## src/hw/frr_pkg.sv

```systemverilog
// Package: register map, field layout and constants of the fault response
// Functional notes
// RULE1: Action 00 keeps the output regulating through the fault.
// RULE2: Action 01 runs for the delay, then follows retries if fault remains.
// RULE3: Action 10 disables output at once, then follows the retry setting.
// RULE4: Action 11 stays off until a clear, reset or off-then-on command.
// RULE5: Retry 000 makes no restart; output stays off until cleared.
// RULE6: Retry 001 to 110 restarts that many times, then stays off.
// RULE7: Restart attempts start one delay count of time units apart.
// RULE8: Retry 111 restarts without limit until off or another fault.
// RULE9: Delay value n means two to the power n time units.
// RULE10: One delay count serves as run-on time and restart interval.
// RULE11: Fault threshold is a 16-bit linear-format value in volts.
// RULE12: Action bits 7:6, retry bits 5:3, delay bits 2:0.
// RULE13: Input above threshold declares a fault and starts the response.
package frr_pkg;
	localparam logic [7:0]  CMD_VIN_OV_THRESH   = 8'h55;
	localparam logic [7:0]  CMD_VIN_OV_ACTION   = 8'h56;
	localparam logic [15:0] THRESH_RESET        = 16'h03FF;
	localparam logic [7:0]  ACTION_RESET        = 8'h80;
	localparam int          ACT_MSB             = 7;
	localparam int          ACT_LSB             = 6;
	localparam int          RETRY_MSB           = 5;
	localparam int          RETRY_LSB           = 3;
	localparam int          DELAY_MSB           = 2;
	localparam int          DELAY_LSB           = 0;
	localparam logic [1:0]  ACT_IGNORE          = 2'h0;
	localparam logic [1:0]  ACT_RUN_ON          = 2'h1;
	localparam logic [1:0]  ACT_DISABLE_RETRY   = 2'h2;
	localparam logic [1:0]  ACT_LATCH_OFF       = 2'h3;
	localparam logic [2:0]  RETRY_NONE          = 3'h0;
	localparam logic [2:0]  RETRY_FOREVER       = 3'h7;
	localparam int          LIN_MANT_MSB        = 10;
	localparam int          LIN_EXP_LSB         = 11;
	localparam int          FIX_FRAC            = 16;
	localparam int          FIX_W               = 44;
	localparam int          DELAY_CNT_W         = 8;

	typedef enum logic [2:0] {
		FRR_RUN,
		FRR_RUN_ON,
		FRR_WAIT,
		FRR_TRY,
		FRR_LATCH
	} frr_state_t;
endpackage

```

## src/hw/frr_fault_response.sv

```systemverilog
// Input over-voltage fault limit, response setting and retry sequencer
module frr_fault_response (
	// Clock and reset
	input  wire logic        sys_clk_i,
	input  wire logic        rst_b_i,
	// Command port
	input  wire logic        reg_wr_i,
	input  wire logic        reg_rd_i,
	input  wire logic [7:0]  reg_cmd_i,
	input  wire logic [15:0] reg_wdata_i,
	output logic      [15:0] reg_rdata_o,
	output logic             reg_hit_o,
	// Measurement and timebase
	input  wire logic [15:0] vin_meas_i,
	input  wire logic        time_unit_tick_i,
	// Clearing and on/off control
	input  wire logic        clear_faults_i,
	input  wire logic        status_clear_i,
	input  wire logic        ctrl_pin_i,
	input  wire logic        op_on_i,
	input  wire logic        other_fault_off_i,
	// Status and power stage control
	output logic             output_en_o,
	output logic             vin_ov_status_o,
	output logic             retry_latched_o,
	output logic      [2:0]  attempt_count_o
);
	logic [15:0]            thresh;
	logic [7:0]             action;
	logic                   ctrl_meta;
	logic                   ctrl_sync;
	logic                   ov_det;
	logic                   on_cmd;
	logic                   timer_start;
	logic                   timer_done;
	logic [1:0]             act_sel;
	logic [2:0]             retry_sel;
	logic [2:0]             delay_sel;
	logic                   retries_left;
	logic                   clear_any;
	logic                   next_out_en;
	frr_pkg::frr_state_t    state;
	frr_pkg::frr_state_t    next_state;
	logic [2:0]             next_attempts;

	// Linear value to signed fixed point with a fixed fraction
	function automatic logic signed [frr_pkg::FIX_W-1:0] lin_to_fix(
		input logic [15:0] lin
	);
		logic signed [frr_pkg::FIX_W-1:0] mant;
		logic signed [4:0]                exp5;
		logic        [5:0]                sh;
		mant = frr_pkg::FIX_W'(signed'(lin[frr_pkg::LIN_MANT_MSB:0]));
		exp5 = signed'(lin[15:frr_pkg::LIN_EXP_LSB]);
		sh   = 6'(exp5 + 6'(frr_pkg::FIX_FRAC));
		lin_to_fix = mant <<< sh;
	endfunction

	assign act_sel   = action[frr_pkg::ACT_MSB:frr_pkg::ACT_LSB];     // [RULE12]
	assign retry_sel = action[frr_pkg::RETRY_MSB:frr_pkg::RETRY_LSB]; // [RULE12]
	assign delay_sel = action[frr_pkg::DELAY_MSB:frr_pkg::DELAY_LSB]; // [RULE12]
	assign on_cmd    = ctrl_sync && op_on_i;
	assign clear_any = clear_faults_i || status_clear_i;
	assign retries_left = (retry_sel == frr_pkg::RETRY_FOREVER) ||
		(attempt_count_o < retry_sel);                       // [RULE6] [RULE8]

	// Control pin synchroniser
	always_ff @(posedge sys_clk_i or negedge rst_b_i) begin
		if (!rst_b_i) begin
			ctrl_meta <= 1'b0;
			ctrl_sync <= 1'b0;
		end else begin
			ctrl_meta <= ctrl_pin_i;
			ctrl_sync <= ctrl_meta;
		end
	end

	// Register writes
	always_ff @(posedge sys_clk_i or negedge rst_b_i) begin
		if (!rst_b_i) begin
			thresh <= frr_pkg::THRESH_RESET;
			action <= frr_pkg::ACTION_RESET;
		end else if (reg_wr_i) begin
			if (reg_cmd_i == frr_pkg::CMD_VIN_OV_THRESH) begin
				thresh <= reg_wdata_i; // [RULE11]
			end
			if (reg_cmd_i == frr_pkg::CMD_VIN_OV_ACTION) begin
				action <= reg_wdata_i[7:0]; // [RULE12]
			end
		end
	end

	// Register reads, answered one cycle later
	always_ff @(posedge sys_clk_i or negedge rst_b_i) begin
		if (!rst_b_i) begin
			reg_rdata_o <= 16'h0000;
			reg_hit_o   <= 1'b0;
		end else if (reg_rd_i) begin
			case (reg_cmd_i)
				frr_pkg::CMD_VIN_OV_THRESH: begin
					reg_rdata_o <= thresh;
					reg_hit_o   <= 1'b1;
				end
				frr_pkg::CMD_VIN_OV_ACTION: begin
					reg_rdata_o <= {8'h00, action};
					reg_hit_o   <= 1'b1;
				end
				default: begin
					reg_rdata_o <= 16'h0000;
					reg_hit_o   <= 1'b0;
				end
			endcase
		end
	end

	// Over-voltage compare in volts
	always_ff @(posedge sys_clk_i or negedge rst_b_i) begin
		if (!rst_b_i) begin
			ov_det <= 1'b0;
		end else begin
			ov_det <= lin_to_fix(vin_meas_i) > lin_to_fix(thresh); // [RULE13]
		end
	end

	// Sticky status, a new fault wins over a clear
	always_ff @(posedge sys_clk_i or negedge rst_b_i) begin
		if (!rst_b_i) begin
			vin_ov_status_o <= 1'b0;
		end else if (ov_det) begin
			vin_ov_status_o <= 1'b1; // [RULE13]
		end else if (clear_any) begin
			vin_ov_status_o <= 1'b0;
		end
	end

	frr_delay_timer #(
		.CNT_W(frr_pkg::DELAY_CNT_W)
	) u_delay_timer (
		.sys_clk_i (sys_clk_i),
		.rst_b_i   (rst_b_i),
		.start_i   (timer_start),
		.tick_i    (time_unit_tick_i),
		.sel_i     (delay_sel),
		.done_o    (timer_done)
	);

	// Response sequencer
	always_comb begin
		next_state    = state;
		next_attempts = attempt_count_o;
		timer_start   = 1'b0;
		case (state)
			frr_pkg::FRR_RUN: begin
				if (ov_det) begin
					case (act_sel)
						frr_pkg::ACT_IGNORE: begin
							next_state = frr_pkg::FRR_RUN; // [RULE1]
						end
						frr_pkg::ACT_RUN_ON: begin
							next_state  = frr_pkg::FRR_RUN_ON; // [RULE2]
							timer_start = 1'b1; // [RULE10]
						end
						frr_pkg::ACT_DISABLE_RETRY: begin
							if (retry_sel == frr_pkg::RETRY_NONE) begin
								next_state = frr_pkg::FRR_LATCH; // [RULE5]
							end else begin
								next_state  = frr_pkg::FRR_WAIT; // [RULE3]
								timer_start = 1'b1;
							end
						end
						default: begin
							next_state = frr_pkg::FRR_LATCH; // [RULE4]
						end
					endcase
				end
			end
			frr_pkg::FRR_RUN_ON: begin
				if (timer_done) begin
					if (!ov_det) begin
						next_state = frr_pkg::FRR_RUN;
					end else if (retry_sel == frr_pkg::RETRY_NONE) begin
						next_state = frr_pkg::FRR_LATCH; // [RULE2] [RULE5]
					end else begin
						next_state  = frr_pkg::FRR_WAIT; // [RULE2]
						timer_start = 1'b1; // [RULE10]
					end
				end
			end
			frr_pkg::FRR_WAIT: begin
				if (timer_done) begin
					if (retries_left) begin
						next_state  = frr_pkg::FRR_TRY; // [RULE6] [RULE8]
						timer_start = 1'b1; // [RULE7]
						if (retry_sel != frr_pkg::RETRY_FOREVER) begin
							next_attempts = attempt_count_o + 3'h1;
						end
					end else begin
						next_state = frr_pkg::FRR_LATCH; // [RULE6]
					end
				end
			end
			frr_pkg::FRR_TRY: begin
				// Timer keeps running so the next start stays on pace
				if (ov_det) begin
					next_state = frr_pkg::FRR_WAIT; // [RULE7]
				end else if (timer_done) begin
					next_state    = frr_pkg::FRR_RUN;
					next_attempts = 3'h0;
				end
			end
			frr_pkg::FRR_LATCH: begin
				if (clear_any) begin
					next_state    = frr_pkg::FRR_RUN; // [RULE4]
					next_attempts = 3'h0;
				end
			end
			default: begin
				next_state = frr_pkg::FRR_LATCH;
			end
		endcase
		if (!on_cmd) begin
			next_state    = frr_pkg::FRR_RUN; // [RULE4] [RULE8]
			next_attempts = 3'h0;
		end else if (other_fault_off_i) begin
			next_state = frr_pkg::FRR_LATCH; // [RULE8]
		end
	end

	assign next_out_en = on_cmd && ((next_state == frr_pkg::FRR_RUN) ||
		(next_state == frr_pkg::FRR_RUN_ON) ||
		(next_state == frr_pkg::FRR_TRY)); // [RULE1] [RULE3]

	always_ff @(posedge sys_clk_i or negedge rst_b_i) begin
		if (!rst_b_i) begin
			state           <= frr_pkg::FRR_RUN;
			attempt_count_o <= 3'h0;
			output_en_o     <= 1'b0;
			retry_latched_o <= 1'b0;
		end else begin
			state           <= next_state;
			attempt_count_o <= next_attempts;
			output_en_o     <= next_out_en;
			retry_latched_o <= next_state == frr_pkg::FRR_LATCH;
		end
	end
endmodule // frr_fault_response

```

## src/hw/frr_delay_timer.sv

```systemverilog
// Delay timer counting time-unit ticks up to a power-of-two target
module frr_delay_timer #(
	parameter int CNT_W = frr_pkg::DELAY_CNT_W
) (
	// Clock and reset
	input  wire logic             sys_clk_i,
	input  wire logic             rst_b_i,
	// Control
	input  wire logic             start_i,
	input  wire logic             tick_i,
	input  wire logic [2:0]       sel_i,
	// Result
	output logic                  done_o
);
	logic [CNT_W-1:0] count;
	logic             running;
	logic [CNT_W:0]   target;
	logic [CNT_W:0]   count_inc;

	assign target    = (CNT_W+1)'(1) << sel_i; // [RULE9]
	assign count_inc = {1'b0, count} + (CNT_W+1)'(1);

	always_ff @(posedge sys_clk_i or negedge rst_b_i) begin
		if (!rst_b_i) begin
			count   <= '0;
			running <= 1'b0;
			done_o  <= 1'b0;
		end else if (start_i) begin
			count   <= '0;
			running <= 1'b1;
			done_o  <= 1'b0;
		end else if (running && tick_i) begin
			// Done holds until the next start; >= survives a shrunk target
			if (count_inc >= target) begin
				running <= 1'b0;
				done_o  <= 1'b1;
			end
			count <= count_inc[CNT_W-1:0];
		end
	end
endmodule // frr_delay_timer

```

## config.mk

```make
export PLATFORM = sky130hd
export DESIGN_NAME = frr_fault_response
export DESIGN_NICKNAME = d
export VERILOG_FILES = /design/src/hw/frr_pkg.sv /design/src/hw/frr_fault_response.sv /design/src/hw/frr_delay_timer.sv
export SDC_FILE = /design/constraint.sdc
export NUM_CORES = 1
export LEC_CHECK = 0
export ABC_CLOCK_PERIOD_IN_PS = 6000
export BUFFER_PORTS_ARGS = -buffer_cell sky130_fd_sc_hd__buf_2
export CORE_ASPECT_RATIO = 1.4
export CORE_MARGIN = 2
export CORE_UTILIZATION = 50
export CTS_CLUSTER_DIAMETER = 200
export DETAILED_ROUTE_END_ITERATION = 7
export GPL_ROUTABILITY_DRIVEN = 0
export HOLD_SLACK_MARGIN = 0.1
export PLACE_DENSITY = 0.67
export SYNTH_ARGS = -nofsm -noshare
export SYNTH_HDL_FRONTEND = slang
export SYNTH_HIERARCHICAL = 1
export SYNTH_SLANG_ARGS = --single-unit
```

## constraint.sdc

```tcl
create_clock -name sys_clk_i -period 6 [get_ports sys_clk_i]
set_input_delay 1.2 -clock sys_clk_i [delete_from_list [all_inputs] [get_ports sys_clk_i]]
set_output_delay 1.2 -clock sys_clk_i [all_outputs]
set_load 0.05 [all_outputs]
```

; Word-level counts from Yosys, hierarchy flattened
; Index checks and enable logic that the tools add are counted.
; Widths: inputs -> output; s select.
[totals]
out_inout_bits = 23
word_cells = 105
regBits = 63
input_bits = 50
[classes]
add_sub_neg = 4
n_lt_le_gt_ge = 3
shift = 3
eq_ne = 20
muxes = 41
n_reduce_logical = 19
[op_table]
columns = op, count
row1 = $sshl 11x6->44, 2
row2 = $mux 3, 18
row3 = $gt 44x44->1, 1
row4 = $pmux 16 s2, 1
row5 = $pmux 3 s3, 2
row6 = $eq 8x7->1 const B, 2
row7 = $mux 8, 2
row8 = $mux 1, 15
row9 = $ne 3x3->1 const B, 5
row10 = $pmux 3 s5, 1
row11 = $add 5x6->6 const B, 2
row12 = $add 8x1->9 const B, 1
row13 = $eq 3x2->1 const B, 3
row14 = $eq 3x3->1 const B, 3
row15 = $ge 9x9->1, 1
row16 = $logic_not 3->1, 3
row17 = $shl 1x3->9 const A, 1
row18 = $reduce_and 7->1, 1
row19 = $eq 3x1->1 const B, 2
row20 = $ne 3x2->1 const B, 2
row21 = $reduce_and 2->1, 3
row22 = $reduce_bool 2->1, 3
row23 = $logic_or 1x1->1, 4
row24 = $ne 4x1->1 const B, 1
row25 = 9 further kinds, 11

; Depth between registers and ports, before layout
; Gate-level depths: netlist of run 1.
[depth]
word_depth = 11
ltp_mapped = 15
depth_no_buf = 13

; Cells and area by module
; The synthesis of run 1 kept the hierarchy.
[modules_own_cells]
columns = module, cells_per_inst, seq_area_each_um2, instances, area_each_um2
row1 = frr_fault_response, 645, 1340.0, 1, 5251.3
row2 = frr_delay_timer, 87, 250.2, 1, 797.0

; Least setup slack after synthesis of run 1
; No wires, ideal clock.
[synth_timing]
path_type = input -> register
start = input port vin_meas_i[11]
end = register ov_det
t_required_ns = 5.914
stages = 13
setup_ns = 0.086
path_buffers = 1
arrival_time_ns = 3.762
slack_ns = 2.152
path_cell_list = buf_2 -> mux4_2 -> and2_1 -> a31oi_1 -> mux2_2 -> o21ai_0 -> ha_1 -> nand4_1 -> or4_1 -> a21oi_1 -> nand4b_1 -> nor3_1 -> nor3_1
[synth_between]
elab_chain_len = 3
[synth_rtl]
columns = element, line
row1 = from (decl), frr_fault_response.sv:14  ; input wire logic [15:0] vin_meas_i,
row2 = $add 5x6->6, frr_fault_response.sv:55  ; sh = 6'(exp5 + 6'(frr_pkg::FIX_FRAC));
row3 = $sshl 11x6->44, frr_fault_response.sv:56  ; lin_to_fix = mant <<< sh;
row4 = $gt 44x44->1, frr_fault_response.sv:121  ; ov_det <= lin_to_fix(vin_meas_i) > lin_to_fix(thresh);
row5 = to (signal assigned), frr_fault_response.sv:121
row6 = to (decl), frr_fault_response.sv:32  ; logic ov_det;
; No other way between the ends.
; A chain may end at the register's enable or synchronous reset.

; Worst setup path in the final report of run 1
; Same ends and word-level chain as after synthesis.

==> results of run 1 <==
-- layout make-up --
| cell class | instances | area share |
|---|---|---|
| Clock buffer | 12 | 0.0365 |
| Clock inverter | 4 | 0.00668 |
| Inverter | 26 | 0.0145 |
| Multi-Input combinational cell | 600 | 0.620 |
| Sequential cell | 63 | 0.236 |
| Tap cell | 147 | 0.0273 |
| Timing Repair Buffer | 77 | 0.0590 |
-- power breakdown --
group	total, mW	internal (mW)	switching (mW)
clock network	0.510	0.331	0.180
logic	0.335	0.129	0.206
registers	0.473	0.445	0.0287
-- stage by stage --
stage / std cells / power, mW
finish: 929 / 1.32
global route: 929 / 1.39
CTS: 929 / 1.32
detailed placement: 913 / 0.808
global placement: 913 / 0.798
floorplan: 732 / 0.708
-- how the worst min path moves through the flow --
stage,from,endpoint,slack [ns],cells past startpoint
floorplan,ctrl_meta,ctrl_sync,0.33,0
global placement,ctrl_meta,ctrl_sync,0.34,0
detailed placement,ctrl_meta,ctrl_sync,0.34,0
CTS,ctrl_meta,ctrl_sync,0.36,0
global route,ctrl_meta,ctrl_sync,0.37,0
finish,ctrl_meta,ctrl_sync,0.36,0
-- cell families (layout without fill, tap and decap cells) --
group	Yosys count	in the layout
buffers and inverters	69	119
adders and majority gates	58	58
muxes	79	79
and+or+nand+nor	258	258
xor gates and xnor gates	12	12
AOI/OAI and AO/OA	193	193
DFF	63	63
-- layout by cell type, fill, tap and decap left out, drive strengths merged, types with 20 or more instances in the layout --
cell   synthesis  routed
buf           15      77
mux2          35      35
a21oi         50      50
dfrtp         52      52
o21ai         57      57
inv           25      25
nor2          73      73
nand3         20      20
mux2i         39      39
nand2         80      80
ha            58      58
-- routing by layer --
metal,part of all wire,wire length [um],up-vias
li1,-,-,2759
met1,0.38,6240,2689
met2,0.52,8610,173
met3,0.039,638,57
met4,0.059,979,0
met5,0,0,-
-- worst reg2reg max path, delay by kind of cell, from the launching register on --
| family | cells | cell delay [ns] |
|---|---|---|
| AOI/OAI and AO/OA | 4 | 1.08 |
| adders and majority gates | 1 | 0.20 |
| DFF | 1 | 0.79 |
| muxes | 2 | 0.76 |
| and+or+nand+nor | 5 | 1.19 |
-- registers in the layout, summed over array words and instances, names as in the netlist, 3 cells and up --
| signal | flops |
|---|---|
| reg_rdata_o | 16 |
| thresh | 16 |
| action | 8 |
| u_delay_timer/count | 8 |
| attempt_count_o | 3 |
| state | 3 |
==> reports/qor.txt, run 1 <==
Seq. cell area - 0.00159 sq mm
most repeated library cell on the critical path - sky130_fd_sc_hd__nor3_1
Top Usage Layer GRT - met2
detailed-route vias per instance - 6.11
largest cells by area after synthesis - sky130_fd_sc_hd__dfrtp_1 (22%), sky130_fd_sc_hd__ha_1 (12%), sky130_fd_sc_hd__mux2i_1 (6.5%)
standard cell with the maximum stage delay on the critical path - sky130_fd_sc_hd__mux4_2
final core utilization - 0.571
Die Width - 97.0 um
most used standard cell by instance count after synthesis - sky130_fd_sc_hd__nand2_1
RR Endpoint - ov_det
total leakage power - 2.97 nW
final critical-path setup slack - 1.83 ns
flop2flop setup slack - 1.90 ns
most frequent cells after synthesis - sky130_fd_sc_hd__nand2_1 (78), sky130_fd_sc_hd__nor2_1 (73), sky130_fd_sc_hd__ha_1 (58), sky130_fd_sc_hd__o21ai_0 (56), sky130_fd_sc_hd__dfrtp_1 (52)
clock latency of the later-clocked register in the worst-skew pair - 0.33 ns
Inserted Clock Buffers - 9
setup repair after global routing missed its margin - false
peak supply drop - 189 uV
Buf/Inv on CP - 1
total wire length after detailed routing - 16,500 um
Syn. warnings - 6
area leader, netlist - sky130_fd_sc_hd__dfrtp_1
CTS HTree Levels - 3
post-synthesis xor/xnor area fraction - 0.0174
# IOs - 73
via count of the first global-routing pass - 5,627
remaining number of nets flagged by the antenna check after routing - 0
Critical Path RT - 6.22 ns
GR Layer Usage met1 - 0.273
destination of the critical timing path - ov_det
startpoint types - input port
leading register cell type out of synthesis - sky130_fd_sc_hd__dfrtp_1
wire length per cell after detailed routing - 17.7 um
CTS tree - yes
number of buffers inserted for hold repair after clock tree synthesis - 0
area fraction in and, or, nand and nor cells after synthesis - 0.208
run status - completed
number of clock sinks - 63
main combinational cell family by area after synthesis - simple AND/OR/NAND/NOR gates
power density cells - 196 mW/mm^2
DRC violation count after routing - 0
total negative slack - 0 ns
Slew HR - 0.358
maximum number of pins on one net before global-route repair - 64
standard cell core area - 0.0118 sq mm
share of post-route cells with drive strength above 1 - 0.193
count of unique library cells instantiated by Yosys - 67
Final Hold Fails - 0
DR iter-0 viols - 308
placement row count - 47
met2 Track Usage GR - 0.474
Die Y-Extent - 134 um
post-synthesis instance area - 0.00605 sq mm
Clock Path Buffers - 2
Crit path largest cell delay - 0.62 ns
crit path capture type - flop
mean instance size in the synthesized netlist - 8.26 sq um
total congestion overflow - 0
origin of the worst setup path - vin_meas_i[11]
Compound-Gate Fraction of Synth Area - 0.198
number of detailed-route iterations in the first pass - 5
initial core utilization - 0.512
crit-path cells - buf_2 -> mux4_2 -> mux2i_1 -> a21o_1 -> o22ai_1 -> ha_1 -> nand4_1 -> or4_1 -> a21oi_1 -> nand4b_1 -> nor3_1 -> nor3_1
quantity of I/O buffers inserted on ports - 72
portion of the post-synthesis area used by sequential elements - 0.263
Post-Synth Adder-Cell Area - 0.120
gate family responsible for the most delay along the worst path - simple AND/OR/NAND/NOR gates
global-route usage over all layers - 0.256
highest clock rate - 0.240 GHz
Final setup violation count - 0
multiplexer share of the synthesized area - 0.148
final setup skew - 0.00575 ns
area added between synthesis and finish - 11.5%
final count of pins violating max slew - 0
net count after synthesis - 840
final net count - 885
number of gates given a new drive strength after cts - 0
highest net fanout along the worst path - 14
flip-flop and latch count after synthesis - 63
number of antenna violations at the first check in global routing - 0
antenna diode instance count - 0
Detail Placement HPWL - 13,000 um
CTS clk-pin slew, worst paths - 0.05 ns
hold crit path type - flop to flop
Clock Root Buffer - sky130_fd_sc_hd__clkbuf_16
Post-Place Setup Slack - 1.64 ns
Post-synth ARST share - 1.00
routed via count - 5,678
count of flip-flops with a built-in enable after synthesis - 0
final instance area - 0.00675 sq mm
instance count on the critical path - 12
global-route wire length before repair - 27,300 um
critical path class - input port to flop
slew at the pin with the worst max-slew slack - 0.963 ns
placed cell area - 0.00645 sq mm
combined area of the multi-input logic cells - 0.00418 sq mm
max-cap violation count - 0
portion of synthesized cell area occupied by the leading cell type - 0.215
filler instances - 1,068
logic depth of the worst register-to-register path - 12
final worst path period need - 4.17 ns
post-route clock period utilization - 0.694
arrival time at the worst endpoint - 4.39 ns
GR Util met3 - 0.0344
Worst Hold Margin - 0.358 ns
startpoint of the most critical register-to-register path - thresh[11]
postcts setup bufs - 0
number of standard cells after synthesis - 732
Die Area - 0.0130 sq mm
(Power assumes the default switching activity.)
==> run 2, diff against run 1 <==
--- a/config.mk
+++ b/config.mk
@@ -5,7 +5,7 @@
 export SDC_FILE = /design/constraint.sdc
 export NUM_CORES = 1
 export LEC_CHECK = 0
-export ABC_CLOCK_PERIOD_IN_PS = 6000
+export ABC_CLOCK_PERIOD_IN_PS = 3800
 export BUFFER_PORTS_ARGS = -buffer_cell sky130_fd_sc_hd__buf_2
 export CORE_ASPECT_RATIO = 1.4
 export CORE_MARGIN = 2
@@ -14,7 +14,7 @@
 export DETAILED_ROUTE_END_ITERATION = 7
 export GPL_ROUTABILITY_DRIVEN = 0
 export HOLD_SLACK_MARGIN = 0.1
-export PLACE_DENSITY = 0.67
+export PLACE_DENSITY = 0.7
 export SYNTH_ARGS = -nofsm -noshare
 export SYNTH_HDL_FRONTEND = slang
 export SYNTH_HIERARCHICAL = 1
==> constraint.sdc (replaced) <==
create_clock -name sys_clk_i -period 3.8 [get_ports sys_clk_i]
set_input_delay 0.76 -clock sys_clk_i [delete_from_list [all_inputs] [get_ports sys_clk_i]]
set_output_delay 0.76 -clock sys_clk_i [all_outputs]
set_load 0.05 [all_outputs]
==> run 2 against run 1 <==
Against the previous run:
- critical path type is now flop to flop
- critical endpoint unchanged
- flip-flop and latch count is the same
- sequential power grew 57%
- sequential share of layout area is 0.55 points lower
- die area is the same
- critical path depth up 2
- non-clock buffer count up 21
- clock-buffer cell count down 2
- clock skew up 0.00055 ns
- utilization increased by 1.4 points
==> reports/qor.txt, run 2 (same netlist as run 1, synthesis figures left out) <==
Slew HR - 0.462
Clock Path Buffers - 2
antenna diode instance count - 0
placement row count - 47
highest clock rate - 0.283 GHz
placed cell area - 0.00661 sq mm
final total power - 2.09 mW
share of post-route cells with drive strength above 1 - 0.217
power density cells - 303 mW/mm^2
detailed-route vias per instance - 6.13
hold crit path type - flop to flop
quantity of I/O buffers inserted on ports - 72
highest-count cells in the layout ignoring fill and taps - sky130_fd_sc_hd__nand2_1 (78), sky130_fd_sc_hd__nor2_1 (73), sky130_fd_sc_hd__buf_2 (72), sky130_fd_sc_hd__ha_1 (58), sky130_fd_sc_hd__o21ai_0 (56)
clock latency of the later-clocked register in the worst-skew pair - 0.33 ns
biggest regs - reg_rdata_o: 16 flops, thresh: 16 flops
post-route clock period utilization - 0.931
highest net fanout along the worst path - 8
final worst path period need - 3.54 ns
DRC violation count after routing - 0
area added between synthesis and finish - 14.2%
wire length per cell after detailed routing - 17.7 um
Die Area - 0.0130 sq mm
Clock Root Buffer - sky130_fd_sc_hd__clkbuf_16
number of clock sinks - 63
total leakage power - 3.07 nW
peak supply drop - 326 uV
Worst Hold Margin - 0.360 ns
critical path class - flop to flop
most frequent standard cell in the layout excluding fill and tap cells - sky130_fd_sc_hd__nand2_1
initial core utilization - 0.512
final count of pins violating max slew - 0
DR iter-0 viols - 276
via count of the first global-routing pass - 5,946
Final setup violation count - 0
# IOs - 73
setup repair after global routing missed its margin - false
Critical Path RT - 4.03 ns
Final Hold Fails - 0
CTS HTree Levels - 3
Die Y-Extent - 134 um
startpoint types - flop
routed via count - 5,824
number of antenna violations at the first check in global routing - 0
max-cap violation count - 0
total congestion overflow - 0
CTS tree - yes
total negative slack - 0 ns
slew at the pin with the worst max-slew slack - 0.807 ns
filler instances - 1,083
final net count - 906
global-route wire length before repair - 28,200 um
global-route usage over all layers - 0.264
number of detailed-route iterations in the first pass - 5
remaining number of nets flagged by the antenna check after routing - 0
total wire length after detailed routing - 16,800 um
final setup skew - 0.00630 ns
Die Width - 97.0 um
final core utilization - 0.584
crit path capture type - flop
Inserted Clock Buffers - 9
arrival time at the worst endpoint - 3.77 ns
maximum number of pins on one net before global-route repair - 36
CTS clk-pin slew, worst paths - 0.05 ns
final instance area - 0.00691 sq mm
standard cell core area - 0.0118 sq mm
run status - completed
Detail Placement HPWL - 13,600 um
run 2: cell types whose count changed in the layout (fill, tap and decap cells not counted), sizes merged:
cell,previous run,this run
buf,77,98
clkbuf,12,10
clkinv,4,5
clkinvlp,0,1
run 2: layer usage:
layer,vias to the layer above,routed length (um),track usage
met5,-,0,0
met4,0,832,0.146
met3,63,789,0.0391
met2,207,8790,0.495
met1,2749,6380,0.281
li1,2805,-,-
run 2: worst max-delay path, stage by stage, from the launching register on:
cell and delay, ns:
sky130_fd_sc_hd__dfrtp_1 0.50, sky130_fd_sc_hd__buf_4 0.22, sky130_fd_sc_hd__mux2i_1 0.28, sky130_fd_sc_hd__nand2_1 0.08, sky130_fd_sc_hd__o21ai_0 0.15, sky130_fd_sc_hd__buf_4 0.20, sky130_fd_sc_hd__nor2_1 0.04, sky130_fd_sc_hd__o311ai_0 0.46
sky130_fd_sc_hd__ha_1 0.23, sky130_fd_sc_hd__nand4_1 0.17, sky130_fd_sc_hd__or4_1 0.57, sky130_fd_sc_hd__a21oi_1 0.13, sky130_fd_sc_hd__nand4b_1 0.13, sky130_fd_sc_hd__nor3_1 0.05, sky130_fd_sc_hd__nor3_1 0.21
run 2: path summary, 6_finish.rpt:
check | from | to | slack [ns] | depth (start not counted)
setup / recovery | thresh[11] | ov_det | 0.26 | 14
hold reg to reg | ctrl_meta | ctrl_sync | 0.36 | 0
max in group asynchronous | rst_b_i | thresh[4] | 2.35 | 2
hold / removal | ctrl_meta | ctrl_sync | 0.36 | 0
min in group asynchronous | rst_b_i | u_delay_timer/count[7] | 0.52 | 1
setup reg to reg | thresh[11] | ov_det | 0.26 | 14
run 2: what timing repair did:
action,in CTS,in global routing
endpoints found under the setup margin,0,1
gates resized for setup,0,2
setup buffers,0,0
hold buffers,0,0
run 2: layout make-up:
class | instances | area [sq um] | share of cell area
Clock buffer | 10 | 229 | 0.0332
Clock inverter | 6 | 61.3 | 0.00888
Inverter | 26 | 97.6 | 0.0141
Multi-Input combinational cell | 600 | 4190 | 0.606
Sequential cell | 63 | 1590 | 0.230
Tap cell | 147 | 184 | 0.0266
Timing Repair Buffer | 98 | 556 | 0.0804
run 2: power by group:
group / internal, mW / leakage (nW) / switching [mW] / total, mW
clock: 0.504 / 0.142 / 0.290 / 0.794
combinational: 0.221 / 2.11 / 0.337 / 0.558
sequential: 0.702 / 0.813 / 0.0386 / 0.741
run 2: metrics by stage:
| step | std cells | setup slack (ns) |
|---|---|---|
| finish | 950 | 0.263 |
| floorplan | 732 | 0.392 |
| CTS | 950 | 0.200 |
| detailed placement | 934 | -0.109 |
| global route | 950 | 0.0157 |
| global placement | 934 | 0.0571 |
==> run 3, diff against run 2 <==
--- a/config.mk
+++ b/config.mk
@@ -15,6 +15,7 @@
 export GPL_ROUTABILITY_DRIVEN = 0
 export HOLD_SLACK_MARGIN = 0.1
 export PLACE_DENSITY = 0.7
+export REMOVE_ABC_BUFFERS = 1
 export SYNTH_ARGS = -nofsm -noshare
 export SYNTH_HDL_FRONTEND = slang
 export SYNTH_HIERARCHICAL = 1
==> run 3 against run 2 <==
Against the previous run:
- maximum frequency down 0.72%
- largest power group unchanged
- die area unchanged
- utilization shrank 0.26 points
- non-clock buffer count decreased by 4
- worst setup slack got worse by 0.026 ns
- flip-flop and latch count unchanged
- global-route usage decreased by 0.57 points
- final cell count down 0.42%
- hold slack lost 0.011 ns
- power grew 0.49%
- sequential share of layout area grew 0.12 points
- critical endpoint unchanged
==> reports/qor.txt, run 3 (same netlist as run 1, synthesis figures left out) <==
run status - completed
combined area of the multi-input logic cells - 0.00418 sq mm
routed via count - 5,888
clock latency of the later-clocked register in the worst-skew pair - 0.33 ns
highest net fanout along the worst path - 9
total wire length after detailed routing - 16,700 um
area added between synthesis and finish - 13.7%
RR Endpoint - ov_det
final net count - 902
# IOs - 73
flop2flop setup slack - 0.28 ns
crit path capture type - flop
CTS HTree Levels - 3
global-route wire length before repair - 27,800 um
Seq. cell area - 0.00159 sq mm
standard cell core area - 0.0118 sq mm
Detail Placement HPWL - 13,300 um
number of clock sinks - 63
Die Width - 97.0 um
Clock Root Buffer - sky130_fd_sc_hd__clkbuf_16
Top Usage Layer GRT - met2
GR Layer Usage met1 - 0.278
DR iter-0 viols - 406
wire length per cell after detailed routing - 17.7 um
remaining number of nets flagged by the antenna check after routing - 0
number of detailed-route iterations in the first pass - 6
peak supply drop - 316 uV
filler instances - 1,063
Die Area - 0.0130 sq mm
final total power - 2.10 mW
detailed-route vias per instance - 6.22
critical path class - input port to flop
startpoint types - input port
Clock Path Buffers - 2
DRC violation count after routing - 0
via count of the first global-routing pass - 5,927
placed cell area - 0.00658 sq mm
hold crit path type - flop to flop
GR Util met3 - 0.0427
Inserted Clock Buffers - 9
Slew HR - 0.625
postcts setup bufs - 0
total congestion overflow - 0
quantity of I/O buffers inserted on ports - 72
arrival time at the worst endpoint - 3.81 ns
Critical Path RT - 4.04 ns
met2 Track Usage GR - 0.473
startpoint of the lowest-slack hold path - ctrl_meta
maximum number of pins on one net before global-route repair - 42
final worst path period need - 3.56 ns
Die Y-Extent - 134 um
highest-count cells in the layout ignoring fill and taps - sky130_fd_sc_hd__nand2_1 (78), sky130_fd_sc_hd__nor2_1 (73), sky130_fd_sc_hd__buf_2 (72), sky130_fd_sc_hd__ha_1 (58), sky130_fd_sc_hd__o21ai_0 (56)
instance count along the most critical hold path - 0
Final Hold Fails - 0
share of post-route cells with drive strength above 1 - 0.212
Hold EP - ctrl_sync
max-cap violation count - 0
antenna diode instance count - 0
final core utilization - 0.582
number of gates given a new drive strength after cts - 0
setup repair after global routing missed its margin - false
placement row count - 47
power density cells - 306 mW/mm^2
CTS clk-pin slew, worst paths - 0.06 ns
placed instance count - 930
CTS tree - yes
final instance area - 0.00687 sq mm
startpoint of the most critical register-to-register path - thresh[11]
post-route clock period utilization - 0.938
most frequent standard cell in the layout excluding fill and tap cells - sky130_fd_sc_hd__nand2_1
number of antenna violations at the first check in global routing - 0
logic depth of the worst register-to-register path - 14
final setup skew - 0.00631 ns
initial core utilization - 0.512
Layout Cells excl Fill - 946
Final setup violation count - 0
final count of pins violating max slew - 0
highest clock rate - 0.281 GHz
biggest regs - reg_rdata_o: 16 flops, thresh: 16 flops
number of buffers inserted for hold repair after clock tree synthesis - 0
global-route usage over all layers - 0.258
total leakage power - 3.05 nW
slew at the pin with the worst max-slew slack - 0.563 ns
## run 3: worst max-delay path, cell delays in order
cell and delay [ns]:
sky130_fd_sc_hd__buf_2 0.15, sky130_fd_sc_hd__buf_4 0.20, sky130_fd_sc_hd__mux2_2 0.36, sky130_fd_sc_hd__nand2b_1 0.18
sky130_fd_sc_hd__a31oi_1 0.37, sky130_fd_sc_hd__mux2_2 0.25, sky130_fd_sc_hd__nor2_1 0.05, sky130_fd_sc_hd__ha_1 0.29
sky130_fd_sc_hd__nand4_1 0.16, sky130_fd_sc_hd__or4_1 0.57, sky130_fd_sc_hd__a21oi_1 0.12, sky130_fd_sc_hd__nand4b_1 0.13
sky130_fd_sc_hd__nor3_1 0.06, sky130_fd_sc_hd__nor3_1 0.18
## run 3: routing by layer
layer,vias to the layer above,wire (um)
li1,2802,-
met1,2813,6410
met2,196,8770
met3,77,690
met4,0,866
met5,-,0
## run 3: area by class of cell
| type | instances | share of cell area |
|---|---|---|
| Clock buffer | 12 | 0.0359 |
| Clock inverter | 4 | 0.00655 |
| Inverter | 26 | 0.0142 |
| Multi-Input combinational cell | 600 | 0.609 |
| Sequential cell | 63 | 0.232 |
| Tap cell | 147 | 0.0268 |
| Timing Repair Buffer | 94 | 0.0764 |
## run 3: per-stage QoR
| stage | worst slack, ns | setup TNS, ns | hold slack (ns) |
|---|---|---|---|
| 5_1_grt | 0.0474 | 0 | 0.352 |
| 3_5_place_dp | -0.0259 | -0.0259 | 0.338 |
| 2_1_floorplan | 0.498 | 0 | 0.331 |
| 4_1_cts | 0.228 | 0 | 0.350 |
| 3_3_place_gp | 0.0468 | 0 | 0.343 |
| 6_report | 0.237 | 0 | 0.349 |
## run 3: worst max-delay path by stage
stage / startpoint / end / slack [ns] / cells past startpoint
2_1_floorplan: thresh[11] / ov_det / 0.50 / 12
3_3_place_gp: vin_meas_i[11] / ov_det / 0.05 / 15
3_5_place_dp: vin_meas_i[11] / ov_det / -0.03 / 14
4_1_cts: thresh[11] / ov_det / 0.23 / 14
5_1_grt: thresh[11] / ov_det / 0.05 / 14
6_report: vin_meas_i[11] / ov_det / 0.24 / 14
## run 3: report_power, final
group	internal, mW	switching [mW]
registers	0.702	0.0387
clock network	0.522	0.290
logic	0.216	0.335
total	1.44	0.663
